==> src/common/flash_ctrl_pkg.sv <==
package flash_ctrl_pkg;
   // ------------------------------------------------------------
   // Instruction codes
   // ------------------------------------------------------------
   localparam logic [7:0] RESET_ARM_CMD = 8'h66;
   localparam logic [7:0] RESET_CMD = 8'h99;
   localparam logic [7:0] ENTER_FOUR_LINE_CMD = 8'h38;
   localparam logic [7:0] EXIT_FOUR_LINE_CMD = 8'hFF;
   localparam logic [7:0] WRITE_ENABLE_CMD = 8'h06;
   localparam logic [7:0] WRITE_DISABLE_CMD = 8'h04;
   localparam logic [7:0] STATUS_WRITE_CMD = 8'h01;
   localparam logic [7:0] DEEP_SLEEP_CMD = 8'hB9;
   localparam logic [7:0] WAKE_AND_ID_CMD = 8'hAB;
   localparam logic [7:0] PAGE_PROGRAM_CMD = 8'h02;
   localparam logic [7:0] QUAD_PAGE_PROGRAM_CMD = 8'h32;
   localparam logic [7:0] SECTOR_ERASE_CMD = 8'h20;
   localparam logic [7:0] HALF_BLOCK_ERASE_CMD = 8'h52;
   localparam logic [7:0] BLOCK_ERASE_CMD = 8'hD8;
   localparam logic [7:0] CHIP_ERASE_CMD = 8'hC7;
   // ------------------------------------------------------------
   // Status byte layout and reset values
   // ------------------------------------------------------------
   localparam int WIP_POS = 0;
   localparam int WEL_POS = 1;
   localparam int CODE_LSB = 2;
   localparam int BOOT_LOCK_POS = 6;
   localparam int STATUS_LOCK_POS = 7;
   localparam int OTP_TB_POS = 0;
   localparam int OTP_SECTOR_POS = 1;
   localparam logic [3:0] CODE_RESET = 4'h0;
   // ------------------------------------------------------------
   // Array geometry and lengths
   // ------------------------------------------------------------
   localparam int ADDR_W = 23;
   localparam int PAGE_BYTES = 256;
   localparam logic [7:0] BLOCK_COUNT = 8'h80;
   localparam logic [6:0] TOP_BLOCK = 7'h7F;
   localparam logic [3:0] TOP_SECTOR = 4'hF;
   localparam logic [2:0] LEN_ONE = 3'h1;
   localparam logic [2:0] LEN_STATUS = 3'h2;
   localparam logic [2:0] LEN_OTP = 3'h3;
   localparam logic [2:0] LEN_ERASE = 3'h4;
   localparam logic [2:0] LEN_PROGRAM = 3'h5;
   localparam logic [2:0] LEN_MAX = 3'h7;
   localparam logic [7:0] ERASE_FILL_VALUE = 8'hFF;
   // ------------------------------------------------------------
   // Internal cycle kinds, power states, sequencer states
   // ------------------------------------------------------------
   typedef enum logic [2:0] {
      KIND_NONE = 3'b000, KIND_STATUS = 3'b001, KIND_PROGRAM = 3'b010, KIND_SECTOR = 3'b011,
      KIND_HALF_BLOCK = 3'b100, KIND_BLOCK = 3'b101, KIND_CHIP = 3'b110
   } cycle_kind_t;
   typedef enum logic [1:0] {
      PWR_STANDBY = 2'b00, PWR_ACTIVE = 2'b01, PWR_DEEP = 2'b10
   } power_t;
   typedef enum logic [1:0] {
      SEQ_IDLE = 2'b00, SEQ_STREAM = 2'b01, SEQ_WAIT = 2'b10
   } seq_t;
endpackage : flash_ctrl_pkg

==> src/common/shift_if.sv <==
`timescale 1ns/10ps
interface shift_if;
   logic frame_start;
   logic frame_end;
   logic selected;
   logic byte_valid;
   logic [7:0] byte_data;
   logic aligned;
   logic wp_level;
   logic wide;
   modport shifter (output frame_start, frame_end, selected, byte_valid, byte_data, aligned, wp_level,
                    input wide);
   modport decoder (input frame_start, frame_end, selected, byte_valid, byte_data, aligned, wp_level,
                    output wide);
endinterface : shift_if

==> src/spi_shifter.sv <==
`timescale 1ns/10ps
module spi_shifter
   import flash_ctrl_pkg::*;
(
   // Clock and reset
   input wire logic CLK,
   input wire logic RST,
   // Pins
   input wire logic SCLK,
   input wire logic CS_N,
   input wire logic [3:0] DQ_IN,
   // Decoder side
   shift_if.shifter lnk
);
   logic sclk_m_q, sclk_s_q, sclk_p_q;
   logic cs_n_m_q, cs_n_s_q, cs_n_p_q;
   logic [3:0] dq_m_q, dq_s_q;
   logic [7:0] shift_q;
   logic [2:0] bit_cnt_q;
   logic rise;
   logic [2:0] bit_next;
   logic [7:0] shift_next;

   // ------------------------------------------------------------
   // Pin synchronisers
   // ------------------------------------------------------------
   always_ff @(posedge CLK) begin
      if (RST) begin
         sclk_m_q <= 1'b0;
         sclk_s_q <= 1'b0;
         sclk_p_q <= 1'b0;
         cs_n_m_q <= 1'b1;
         cs_n_s_q <= 1'b1;
         cs_n_p_q <= 1'b1;
         dq_m_q <= 4'hF;
         dq_s_q <= 4'hF;
      end else begin
         sclk_m_q <= SCLK;
         sclk_s_q <= sclk_m_q;
         sclk_p_q <= sclk_s_q;
         cs_n_m_q <= CS_N;
         cs_n_s_q <= cs_n_m_q;
         cs_n_p_q <= cs_n_s_q;
         dq_m_q <= DQ_IN;
         dq_s_q <= dq_m_q;
      end
   end

   // ------------------------------------------------------------
   // Bit shifting, one or four lanes per rising edge
   // ------------------------------------------------------------
   assign rise = sclk_s_q & ~sclk_p_q & ~cs_n_s_q;
   assign bit_next = lnk.wide ? bit_cnt_q + 3'h4 : bit_cnt_q + 3'h1;
   assign shift_next = lnk.wide ? {shift_q[3:0], dq_s_q} : {shift_q[6:0], dq_s_q[0]};

   always_ff @(posedge CLK) begin
      if (RST) begin
         shift_q <= 8'h00;
         bit_cnt_q <= 3'h0;
         lnk.byte_valid <= 1'b0;
         lnk.byte_data <= 8'h00;
      end else begin
         lnk.byte_valid <= 1'b0;
         if (cs_n_p_q & ~cs_n_s_q) begin
            bit_cnt_q <= 3'h0;
         end else if (rise) begin
            shift_q <= shift_next;
            bit_cnt_q <= bit_next;
            if (bit_next == 3'h0) begin
               lnk.byte_valid <= 1'b1;
               lnk.byte_data <= shift_next;
            end
         end
      end
   end

   // ------------------------------------------------------------
   // Frame events
   // ------------------------------------------------------------
   always_ff @(posedge CLK) begin
      if (RST) begin
         lnk.frame_start <= 1'b0;
         lnk.frame_end <= 1'b0;
         lnk.selected <= 1'b0;
         lnk.wp_level <= 1'b1;
      end else begin
         lnk.frame_start <= cs_n_p_q & ~cs_n_s_q;
         lnk.frame_end <= ~cs_n_p_q & cs_n_s_q;
         lnk.selected <= ~cs_n_s_q;
         lnk.wp_level <= dq_s_q[2];
      end
   end

   assign lnk.aligned = (bit_cnt_q == 3'h0);
endmodule : spi_shifter

==> src/flash_write_protect.sv <==
`timescale 1ns/10ps
// Operation
// - Code 38h switches to four-line data mode
// - Up to 256 bytes, wrapping inside one page
// - Program only clears bits; erase gives FFh
// - Sector, half block, block and chip erase
// - Busy flag set during internal cycles
// - Deep while asleep, else active while selected or busy, else standby
// - Deep sleep ignores all but wake command
// - Write commands need whole-byte clock count
// - Modifying commands need write enable latch
// - Latch cleared by writes, erases, resets
// - Protect code selects read-only array part
// - Write-protect pin freezes protect code and status lock bit outside four-line mode
// - Boot lock bit locks edge block/sector
// - Top/bottom and block/sector bits set once
// - Most significant bit first, rising edges
// - Reset needs reset arm command just before
// - FFh leaves four-line mode
module flash_write_protect
   import flash_ctrl_pkg::*;
(
   // Clock and reset
   input wire logic CLK,
   input wire logic RST,
   // Serial pins
   input wire logic SCLK,
   input wire logic CS_N,
   input wire logic [3:0] DQ_IN,
   output logic [3:0] DQ_OUT,
   output logic [3:0] DQ_OE_N,
   // Array engine
   input wire logic ARRAY_DONE,
   output logic CYCLE_START,
   output logic [2:0] CYCLE_KIND,
   output logic [ADDR_W-1:0] CYCLE_ADDR,
   output logic PROG_WE,
   output logic [ADDR_W-1:0] PROG_ADDR,
   output logic [7:0] PROG_CLEAR,
   output logic [7:0] ERASE_FILL,
   // Status
   output logic [7:0] STATUS,
   output logic BOOT_TB,
   output logic BOOT_SECTOR,
   output logic FOUR_LINE_MODE,
   output logic SOFTWARE_PROTECT_MODE,
   output logic HARDWARE_PROTECT_MODE,
   output logic [1:0] POWER_STATE
);
   shift_if lnk ();

   logic [7:0] page_buf [0:PAGE_BYTES-1];
   logic [7:0] cmd_q;
   logic [2:0] len_q;
   logic [23:0] addr_q;
   logic [7:0] arg1_q, arg2_q;
   logic [7:0] wr_ptr_q, rd_ptr_q;
   logic [8:0] data_cnt_q, remain_q;
   logic write_enable_latch_q, four_line_mode_q, sleep_q, arm_q, qpp_wide_q;
   logic status_lock_bit_q, boot_lock_enable_q;
   logic [3:0] code_q;
   logic boot_tb_q, boot_sector_q, tb_done_q, sector_done_q;
   seq_t seq_q;
   logic busy, hw_protect, is_program, is_erase, go, target_locked;
   cycle_kind_t erase_kind;

   spi_shifter u_shifter (
      .CLK(CLK),
      .RST(RST),
      .SCLK(SCLK),
      .CS_N(CS_N),
      .DQ_IN(DQ_IN),
      .lnk(lnk)
   );

   // ------------------------------------------------------------
   // Protection helpers
   // ------------------------------------------------------------
   function automatic logic [7:0] protect_blocks(input logic [3:0] code);
      case (code)
         4'h0: protect_blocks = 8'h00;
         4'h8: protect_blocks = 8'h60;
         4'h9: protect_blocks = 8'h70;
         4'hA: protect_blocks = 8'h78;
         4'hB: protect_blocks = 8'h7C;
         4'hC: protect_blocks = 8'h7E;
         4'hD: protect_blocks = 8'h7F;
         4'hE, 4'hF: protect_blocks = BLOCK_COUNT;
         default: protect_blocks = 8'h01 << (code - 4'h1);
      endcase
   endfunction : protect_blocks

   function automatic logic block_protected(input logic [6:0] blk, input logic [3:0] code, input logic tb);
      logic [7:0] n;
      n = protect_blocks(code);
      if (tb) begin
         block_protected = {1'b0, blk} < n;
      end else begin
         block_protected = {1'b0, blk} >= (BLOCK_COUNT - n);
      end
   endfunction : block_protected

   function automatic logic boot_hit(input logic [ADDR_W-1:0] a, input logic whole_block, input logic en,
                                     input logic tb, input logic sector);
      logic [6:0] edge_blk;
      logic [3:0] edge_sec;
      edge_blk = tb ? 7'h00 : TOP_BLOCK;
      edge_sec = tb ? 4'h0 : TOP_SECTOR;
      boot_hit = en & (a[22:16] == edge_blk) & (~sector | whole_block | (a[15:12] == edge_sec));
   endfunction : boot_hit

   // ------------------------------------------------------------
   // Command classification
   // ------------------------------------------------------------
   assign busy = (seq_q != SEQ_IDLE);
   assign hw_protect = ~lnk.wp_level & ~four_line_mode_q;
   assign is_program = (cmd_q == PAGE_PROGRAM_CMD) | (cmd_q == QUAD_PAGE_PROGRAM_CMD);
   assign is_erase = (cmd_q == SECTOR_ERASE_CMD) | (cmd_q == HALF_BLOCK_ERASE_CMD) |
                     (cmd_q == BLOCK_ERASE_CMD) | (cmd_q == CHIP_ERASE_CMD);
   assign go = lnk.frame_end & lnk.aligned & (len_q != 3'h0);
   assign lnk.wide = four_line_mode_q | qpp_wide_q;

   always_comb begin
      erase_kind = KIND_SECTOR;
      target_locked = 1'b0;
      case (cmd_q)
         HALF_BLOCK_ERASE_CMD: erase_kind = KIND_HALF_BLOCK;
         BLOCK_ERASE_CMD: erase_kind = KIND_BLOCK;
         CHIP_ERASE_CMD: erase_kind = KIND_CHIP;
         default: erase_kind = KIND_SECTOR;
      endcase
      if (cmd_q == CHIP_ERASE_CMD) begin
         target_locked = (code_q != CODE_RESET) | boot_lock_enable_q;
      end else begin
         target_locked = block_protected(addr_q[22:16], code_q, boot_tb_q) |
                         boot_hit(addr_q[22:0], erase_kind != KIND_SECTOR && !is_program,
                                  boot_lock_enable_q, boot_tb_q, boot_sector_q);
      end
   end

   // ------------------------------------------------------------
   // Frame collection
   // ------------------------------------------------------------
   always_ff @(posedge CLK) begin
      if (RST) begin
         cmd_q <= 8'h00;
         len_q <= 3'h0;
         addr_q <= 24'h000000;
         arg1_q <= 8'h00;
         arg2_q <= 8'h00;
         wr_ptr_q <= 8'h00;
         data_cnt_q <= 9'h000;
         qpp_wide_q <= 1'b0;
      end else if (lnk.frame_start) begin
         len_q <= 3'h0;
         data_cnt_q <= 9'h000;
         qpp_wide_q <= 1'b0;
      end else if (lnk.frame_end) begin
         qpp_wide_q <= 1'b0;
      end else if (lnk.byte_valid) begin
         if (len_q != LEN_MAX) begin
            len_q <= len_q + 3'h1;
         end
         case (len_q)
            3'h0: cmd_q <= lnk.byte_data;
            3'h1: begin
               addr_q[23:16] <= lnk.byte_data;
               arg1_q <= lnk.byte_data;
            end
            3'h2: begin
               addr_q[15:8] <= lnk.byte_data;
               arg2_q <= lnk.byte_data;
            end
            3'h3: begin
               addr_q[7:0] <= lnk.byte_data;
               wr_ptr_q <= lnk.byte_data;
               qpp_wide_q <= (cmd_q == QUAD_PAGE_PROGRAM_CMD);
            end
            default: begin
               wr_ptr_q <= wr_ptr_q + 8'h01;
               if (data_cnt_q != 9'(PAGE_BYTES)) begin
                  data_cnt_q <= data_cnt_q + 9'h001;
               end
            end
         endcase
      end
   end

   // Page buffer; later bytes overwrite earlier ones after a page wrap
   always_ff @(posedge CLK) begin
      if (lnk.byte_valid && len_q >= LEN_ERASE && is_program && !busy) begin
         page_buf[wr_ptr_q] <= lnk.byte_data;
      end
   end

   // ------------------------------------------------------------
   // Mode, latch and status bits
   // ------------------------------------------------------------
   always_ff @(posedge CLK) begin
      if (RST) begin
         write_enable_latch_q <= 1'b0;
         four_line_mode_q <= 1'b0;
         sleep_q <= 1'b0;
         arm_q <= 1'b0;
         status_lock_bit_q <= 1'b0;
         boot_lock_enable_q <= 1'b0;
         code_q <= CODE_RESET;
         boot_tb_q <= 1'b0;
         boot_sector_q <= 1'b0;
         tb_done_q <= 1'b0;
         sector_done_q <= 1'b0;
      end else if (go && sleep_q) begin
         if (cmd_q == WAKE_AND_ID_CMD) begin
            sleep_q <= 1'b0;
         end
      end else if (go) begin
         arm_q <= (cmd_q == RESET_ARM_CMD) && (len_q == LEN_ONE);
         case (cmd_q)
            ENTER_FOUR_LINE_CMD: four_line_mode_q <= 1'b1;
            EXIT_FOUR_LINE_CMD: four_line_mode_q <= 1'b0;
            WRITE_ENABLE_CMD: write_enable_latch_q <= !busy;
            WRITE_DISABLE_CMD: write_enable_latch_q <= busy & write_enable_latch_q;
            DEEP_SLEEP_CMD: sleep_q <= !busy && len_q == LEN_ONE;
            RESET_CMD: begin
               if (arm_q && !busy) begin
                  write_enable_latch_q <= 1'b0;
                  four_line_mode_q <= 1'b0;
               end
            end
            STATUS_WRITE_CMD: begin
               if (!busy && write_enable_latch_q && len_q >= LEN_STATUS) begin
                  write_enable_latch_q <= 1'b0;
                  boot_lock_enable_q <= arg1_q[BOOT_LOCK_POS];
                  if (!hw_protect) begin
                     status_lock_bit_q <= arg1_q[STATUS_LOCK_POS];
                     code_q <= arg1_q[CODE_LSB +: 4];
                  end
                  if (len_q >= LEN_OTP && !tb_done_q) begin
                     boot_tb_q <= arg2_q[OTP_TB_POS];
                     tb_done_q <= 1'b1;
                  end
                  if (len_q >= LEN_OTP && !sector_done_q) begin
                     boot_sector_q <= arg2_q[OTP_SECTOR_POS];
                     sector_done_q <= 1'b1;
                  end
               end
            end
            default: begin
               if ((is_program || is_erase) && !busy && write_enable_latch_q && !target_locked) begin
                  if ((is_program && len_q >= LEN_PROGRAM) || (is_erase && cmd_q == CHIP_ERASE_CMD) ||
                      (is_erase && len_q == LEN_ERASE)) begin
                     write_enable_latch_q <= 1'b0;
                  end
               end
            end
         endcase
      end
   end

   // ------------------------------------------------------------
   // Internal cycle sequencer
   // ------------------------------------------------------------
   always_ff @(posedge CLK) begin
      if (RST) begin
         seq_q <= SEQ_IDLE;
         rd_ptr_q <= 8'h00;
         remain_q <= 9'h000;
         CYCLE_START <= 1'b0;
         CYCLE_KIND <= KIND_NONE;
         CYCLE_ADDR <= '0;
         PROG_WE <= 1'b0;
         PROG_ADDR <= '0;
         PROG_CLEAR <= 8'h00;
      end else begin
         CYCLE_START <= 1'b0;
         PROG_WE <= 1'b0;
         case (seq_q)
            SEQ_IDLE: begin
               if (go && !sleep_q && write_enable_latch_q) begin
                  if (cmd_q == STATUS_WRITE_CMD && len_q >= LEN_STATUS) begin
                     seq_q <= SEQ_WAIT;
                     CYCLE_START <= 1'b1;
                     CYCLE_KIND <= KIND_STATUS;
                  end else if (is_program && len_q >= LEN_PROGRAM && !target_locked) begin
                     seq_q <= SEQ_STREAM;
                     CYCLE_START <= 1'b1;
                     CYCLE_KIND <= KIND_PROGRAM;
                     CYCLE_ADDR <= addr_q[22:0];
                     remain_q <= data_cnt_q;
                     rd_ptr_q <= (data_cnt_q == 9'(PAGE_BYTES)) ? wr_ptr_q : addr_q[7:0];
                  end else if (is_erase && !target_locked &&
                               (cmd_q == CHIP_ERASE_CMD ? len_q == LEN_ONE : len_q == LEN_ERASE)) begin
                     seq_q <= SEQ_WAIT;
                     CYCLE_START <= 1'b1;
                     CYCLE_KIND <= erase_kind;
                     CYCLE_ADDR <= addr_q[22:0];
                  end
               end
            end
            SEQ_STREAM: begin
               PROG_WE <= 1'b1;
               PROG_ADDR <= {addr_q[22:8], rd_ptr_q};
               PROG_CLEAR <= ~page_buf[rd_ptr_q];
               rd_ptr_q <= rd_ptr_q + 8'h01;
               remain_q <= remain_q - 9'h001;
               if (remain_q == 9'h001) begin
                  seq_q <= SEQ_WAIT;
               end
            end
            SEQ_WAIT: begin
               if (ARRAY_DONE) begin
                  seq_q <= SEQ_IDLE;
                  CYCLE_KIND <= KIND_NONE;
               end
            end
            default: seq_q <= SEQ_IDLE;
         endcase
      end
   end

   // ------------------------------------------------------------
   // Registered status outputs
   // ------------------------------------------------------------
   always_ff @(posedge CLK) begin
      if (RST) begin
         STATUS <= 8'h00;
         BOOT_TB <= 1'b0;
         BOOT_SECTOR <= 1'b0;
         FOUR_LINE_MODE <= 1'b0;
         SOFTWARE_PROTECT_MODE <= 1'b0;
         HARDWARE_PROTECT_MODE <= 1'b0;
         POWER_STATE <= PWR_STANDBY;
         ERASE_FILL <= ERASE_FILL_VALUE;
         DQ_OUT <= 4'h0;
         DQ_OE_N <= 4'hF;
      end else begin
         STATUS <= {status_lock_bit_q, boot_lock_enable_q, code_q, write_enable_latch_q, busy};
         BOOT_TB <= boot_tb_q;
         BOOT_SECTOR <= boot_sector_q;
         FOUR_LINE_MODE <= four_line_mode_q;
         SOFTWARE_PROTECT_MODE <= (code_q != CODE_RESET);
         HARDWARE_PROTECT_MODE <= hw_protect;
         ERASE_FILL <= ERASE_FILL_VALUE;
         DQ_OUT <= 4'h0;
         DQ_OE_N <= 4'hF;
         if (sleep_q) begin
            POWER_STATE <= PWR_DEEP;
         end else if (lnk.selected || busy) begin
            POWER_STATE <= PWR_ACTIVE;
         end else begin
            POWER_STATE <= PWR_STANDBY;
         end
      end
   end
endmodule : flash_write_protect

==> config.mk <==
export PLATFORM = sky130hd
export DESIGN_NAME = flash_write_protect
export DESIGN_NICKNAME = d
export VERILOG_FILES = /design/src/common/flash_ctrl_pkg.sv /design/src/common/shift_if.sv /design/src/spi_shifter.sv /design/src/flash_write_protect.sv
export SDC_FILE = /design/constraint.sdc
export NUM_CORES = 2
export LEC_CHECK = 0
export ABC_AREA = 0
export ABC_CLOCK_PERIOD_IN_PS = 5800
export BUFFER_PORTS_ARGS = -buffer_cell sky130_fd_sc_hd__buf_2
export CAP_MARGIN = 20
export CORE_MARGIN = 1
export CORE_UTILIZATION = 40
export DETAILED_ROUTE_END_ITERATION = 6
export GPL_TIMING_DRIVEN = 0
export PLACE_DENSITY = 0.62
export SYNTH_ARGS = -nofsm -noshare
export SYNTH_HDL_FRONTEND = slang
export SYNTH_SLANG_ARGS = --single-unit
==> constraint.sdc <==
create_clock -name CLK -period 5.8 [get_ports CLK]
set_clock_uncertainty 0.1 [all_clocks]
set_input_delay 0.87 -clock CLK [delete_from_list [all_inputs] [get_ports CLK]]
set_output_delay 0.87 -clock CLK [all_outputs]
set_load 0.005 [all_outputs]
==> flow_summary.yaml <==
placed_design:
  portBuffers: 82
  dp_slack_ns: 0.0683
  placed_cells: 8168
  dpl-instance-area_um2: 95000
  hpwl_um: 232000
  gp_congestion: 1.07
outcome:
  violations: "design-rule violations, negative setup slack"
  status: "finished with violations"
grt:
  overflow: 0
  antenna_found_initial: 24
  gr-usage-all-layers_pct: 31.0
  grt_pass1_wl_um: 462000
  grt_max_degree: 97
  grt_pass1_vias: 51887
synth:
  syn-cell-area_um2: 89000
  yosys_warnings: 0
  synth_common_cells: "edfxtp_1 (2048), nor2_1 (427), mux2i_1 (392), mux4_2 (362), nand2_1 (215)"
  synth_top_cell_area_share_pct: 69.1
  synth_edf_count: 2048
  avgSynthCellArea_um2: 17.7
  yosysMostFrequentCell: "edfxtp_1"
  yosysUniqueCellTypes: 85
  netlist_instances: 5028
  ys_ff_latch: 2253
  synth_seq_area_share_pct: 73.7
  synthFlopType: "edfxtp_1"
  async_reset_ff_share_pct: 0
  synth_top_area_cell: "edfxtp_1"
  synth_area_leaders: "edfxtp_1 (69%), mux4_2 (9.2%), dfxtp_1 (4.6%)"
power_and_ir_drop:
  sequentialPowerShare_pct: 55.1
  power_density_nw_per_um2: 310
  p_sw_mw: 6.49
  ir_drop_mv: 0.319
  swShare_pct: 20.5
  leakagePower_nw: 31.6
  cellInternalPower_mw: 25.2
  clkPwrFrac_pct: 44.7
  comb_power_share_pct: 0.2
die:
  io_pins: 99
  die_width_um: 474
  row_count: 172
  start_util_pct: 40.4
  dieHeight_um: 474
  die_area_um2: 225000
  core_area_um2: 220000
critical_path:
  crit_family: "buffers and inverters"
  r2r_setup_slack_ns: -0.30
  cp_max_fo: 10
  crit_cells: 11
  critPathBufInv: 7
  end_kind: "flip-flop"
  crit_arrival_ns: 6.82
  critPathLaunchType: "flip-flop"
  cp.required_ns: 6.52
  worstPathCellList: "clkbuf_1 -> clkbuf_2 -> clkbuf_1 -> buf_8 -> clkbuf_1 -> buf_8 -> clkbuf_2 -> o21ai_0 -> o2111ai_1 -> nand3b_1 -> nand3_1"
  crit_path_max_incr_delay_ns: 0.88
  crit_top_cell: "clkbuf_1"
  criticalPathCategory: "flip-flop to flip-flop"
  rr_endpoint: "PROG_CLEAR[2]$_SDFFE_PP0P_"
  reg2reg_depth: 11
  slowest_stage: "o2111ai_1"
hold_path:
  hold_end: "u_shifter.dq_m_q[1]$_SDFF_PP1_"
  whs_path_depth: 2
  hold_class: "primary input to flip-flop"
  min_from: "DQ_IN[1]"
timing:
  fin_crit_sh_pct: 105
  layout_setup_ws_ns: -0.300
  max_freq_ghz: 0.164
  setup_viol: 4
  relSlewSlack_pct: 4.43
  worst_slew_pin_slew_ns: 1.43
  rsz0062_at_grt: "false"
  final.min_clock_period_ns: 6.10
  slew_viol_final: 0
  fin_hold_ws_ns: 0.0860
  fin_setup_tns_ns: -0.901
  finalHoldViolations: 0
clocking:
  clock-sinks: 2253
  cts-root-buf: "clkbuf_16"
  clk_pin_slew_worst_paths_ns: 0.06
  cts_setup_buffers: 0
  cts_inserted_buffers: 218
  cts_buffer_depth: 3
  h-tree-depth: 4
  cts_tree: "done"
  ctsHoldBuffers: 0
  cts_resized: 0
  clkLatencyLatePin_ns: 0.88
run:
  cap_violations: 0
layout:
  drive_gt1_share_pct: 19.8
  final_nets: 5477
  final_area_um2: 102000
  syn2layout_area_growth_pct: 14.6
  fin_cells: 8601
routing:
  antenna_left: 0
  routed_via_density: 6.51
  drcViolationCount: 10
  vias: 56030
  drtPass1Iterations: 7
  wl_um: 354000
  wl_per_cell_um: 41.1
  drt_iter0_drc: 10418
through the flow:
step,power (mW),utilization [%]
2_1_floorplan,17.8,-
3_3_place_gp,17.9,42.3
3_5_place_dp,17.9,43.1
4_1_cts,31.6,46.3
5_1_grt,32.2,46.3
6_report,31.7,46.3
cell usage in the layout (no fill, tap or decap), types with 19 or more instances in the layout:
cell type	n
ha_1	29
buf_6	32
buf_8	36
or2_2	24
mux4_2	362
clkinv_1	53
edfxtp_1	2048
a211oi_1	35
nand3_1	68
mux2i_1	392
clkinv_2	41
nor2_1	424
nand2_1	215
o21ai_0	103
a21oi_1	156
nor3_1	62
clkbuf_16	220
a221o_1	46
buf_2	128
buf_4	75
clkbuf_1	167
nor2b_1	27
dfxtp_1	197
a22oi_1	51
diode_2	21
inv_1	35
a221oi_1	116
o31ai_1	22
o22ai_1	21
nand2b_1	19
clkbuf_2	64
buf_16	28
worst max path at each step:
stage,startpoint,end
global route,flip-flop,PROG_CLEAR[2]$_SDFFE_PP0P_
global placement,u_shifter.lnk.byte_data[0]$_SDFFE_PP0P_,page_buf[152][0]$_DFFE_PP_
floorplan,u_shifter.lnk.byte_data[3]$_SDFFE_PP0P_,wr_ptr_q[3]$_SDFFE_PP0P_
finish,flip-flop,PROG_CLEAR[2]$_SDFFE_PP0P_
CTS,flip-flop,PROG_CLEAR[1]$_SDFFE_PP0P_
detailed placement,flip-flop,PROG_CLEAR[3]$_SDFFE_PP0P_
routing by layer:
layer / wire [µm] / track usage [%] / vias up
met1: 121000 / 38.8 / 28628
met5: 339 / 0.692 / -
met4: 29500 / 21.8 / 10
met3: 53000 / 11.5 / 1102
li1: - / - / 21064
met2: 149000 / 44.4 / 5226
logic make-up (layout without fill, tap and decap cells):
kind of cell             Yosys count  in the layout  share of synthesized area [%]
adder cells (fa/ha/maj)           30             30                          0.419
flip-flops                      2253           2253                           73.7
multiplexers                     767            767                           13.7
other                              2             37                        0.00843
buffers and inverters            362            942                           2.02
AND/OR/NAND/NOR                  925            925                           4.61
AO/OA/AOI/OAI                    673            673                           5.38
XOR/XNOR                          16             16                          0.157
flip-flops by register name, indices dropped and copies added (netlist names), 7 cells and up, named ones only:
register / flops
PROG_CLEAR: 8
cmd_q: 8
addr_q: 24
wr_ptr_q: 8
page_buf: 2048
u_shifter.shift_q: 7
remain_q: 9
STATUS: 8
PROG_ADDR: 23
rd_ptr_q: 8
CYCLE_ADDR: 23
u_shifter.lnk.byte_data: 8
data_cnt_q: 9
power by group through the flow:
stage	logic [mW]	registers, mW	clock network (mW)
floorplan	0.0423	17.8	0
global placement	0.0659	17.8	0
detailed placement	0.0672	17.8	0
CTS	0.0674	17.4	14.1
global route	0.0739	17.4	14.7
finish	0.0679	17.4	14.2
layout make-up:
class                      instances  area, µm²
buffer                           327       1770
clock inverter                   139       1280
antenna                           21       52.6
multi-input combinational       2427      21700
sequential                      2253      65600
tap                             2958       3700
inverter                          35        131
timing repair buffer             177       2090
fill                           18743     118000
clock buffer                     264       5690
Note: power is estimated with default switching activity, not from simulation.
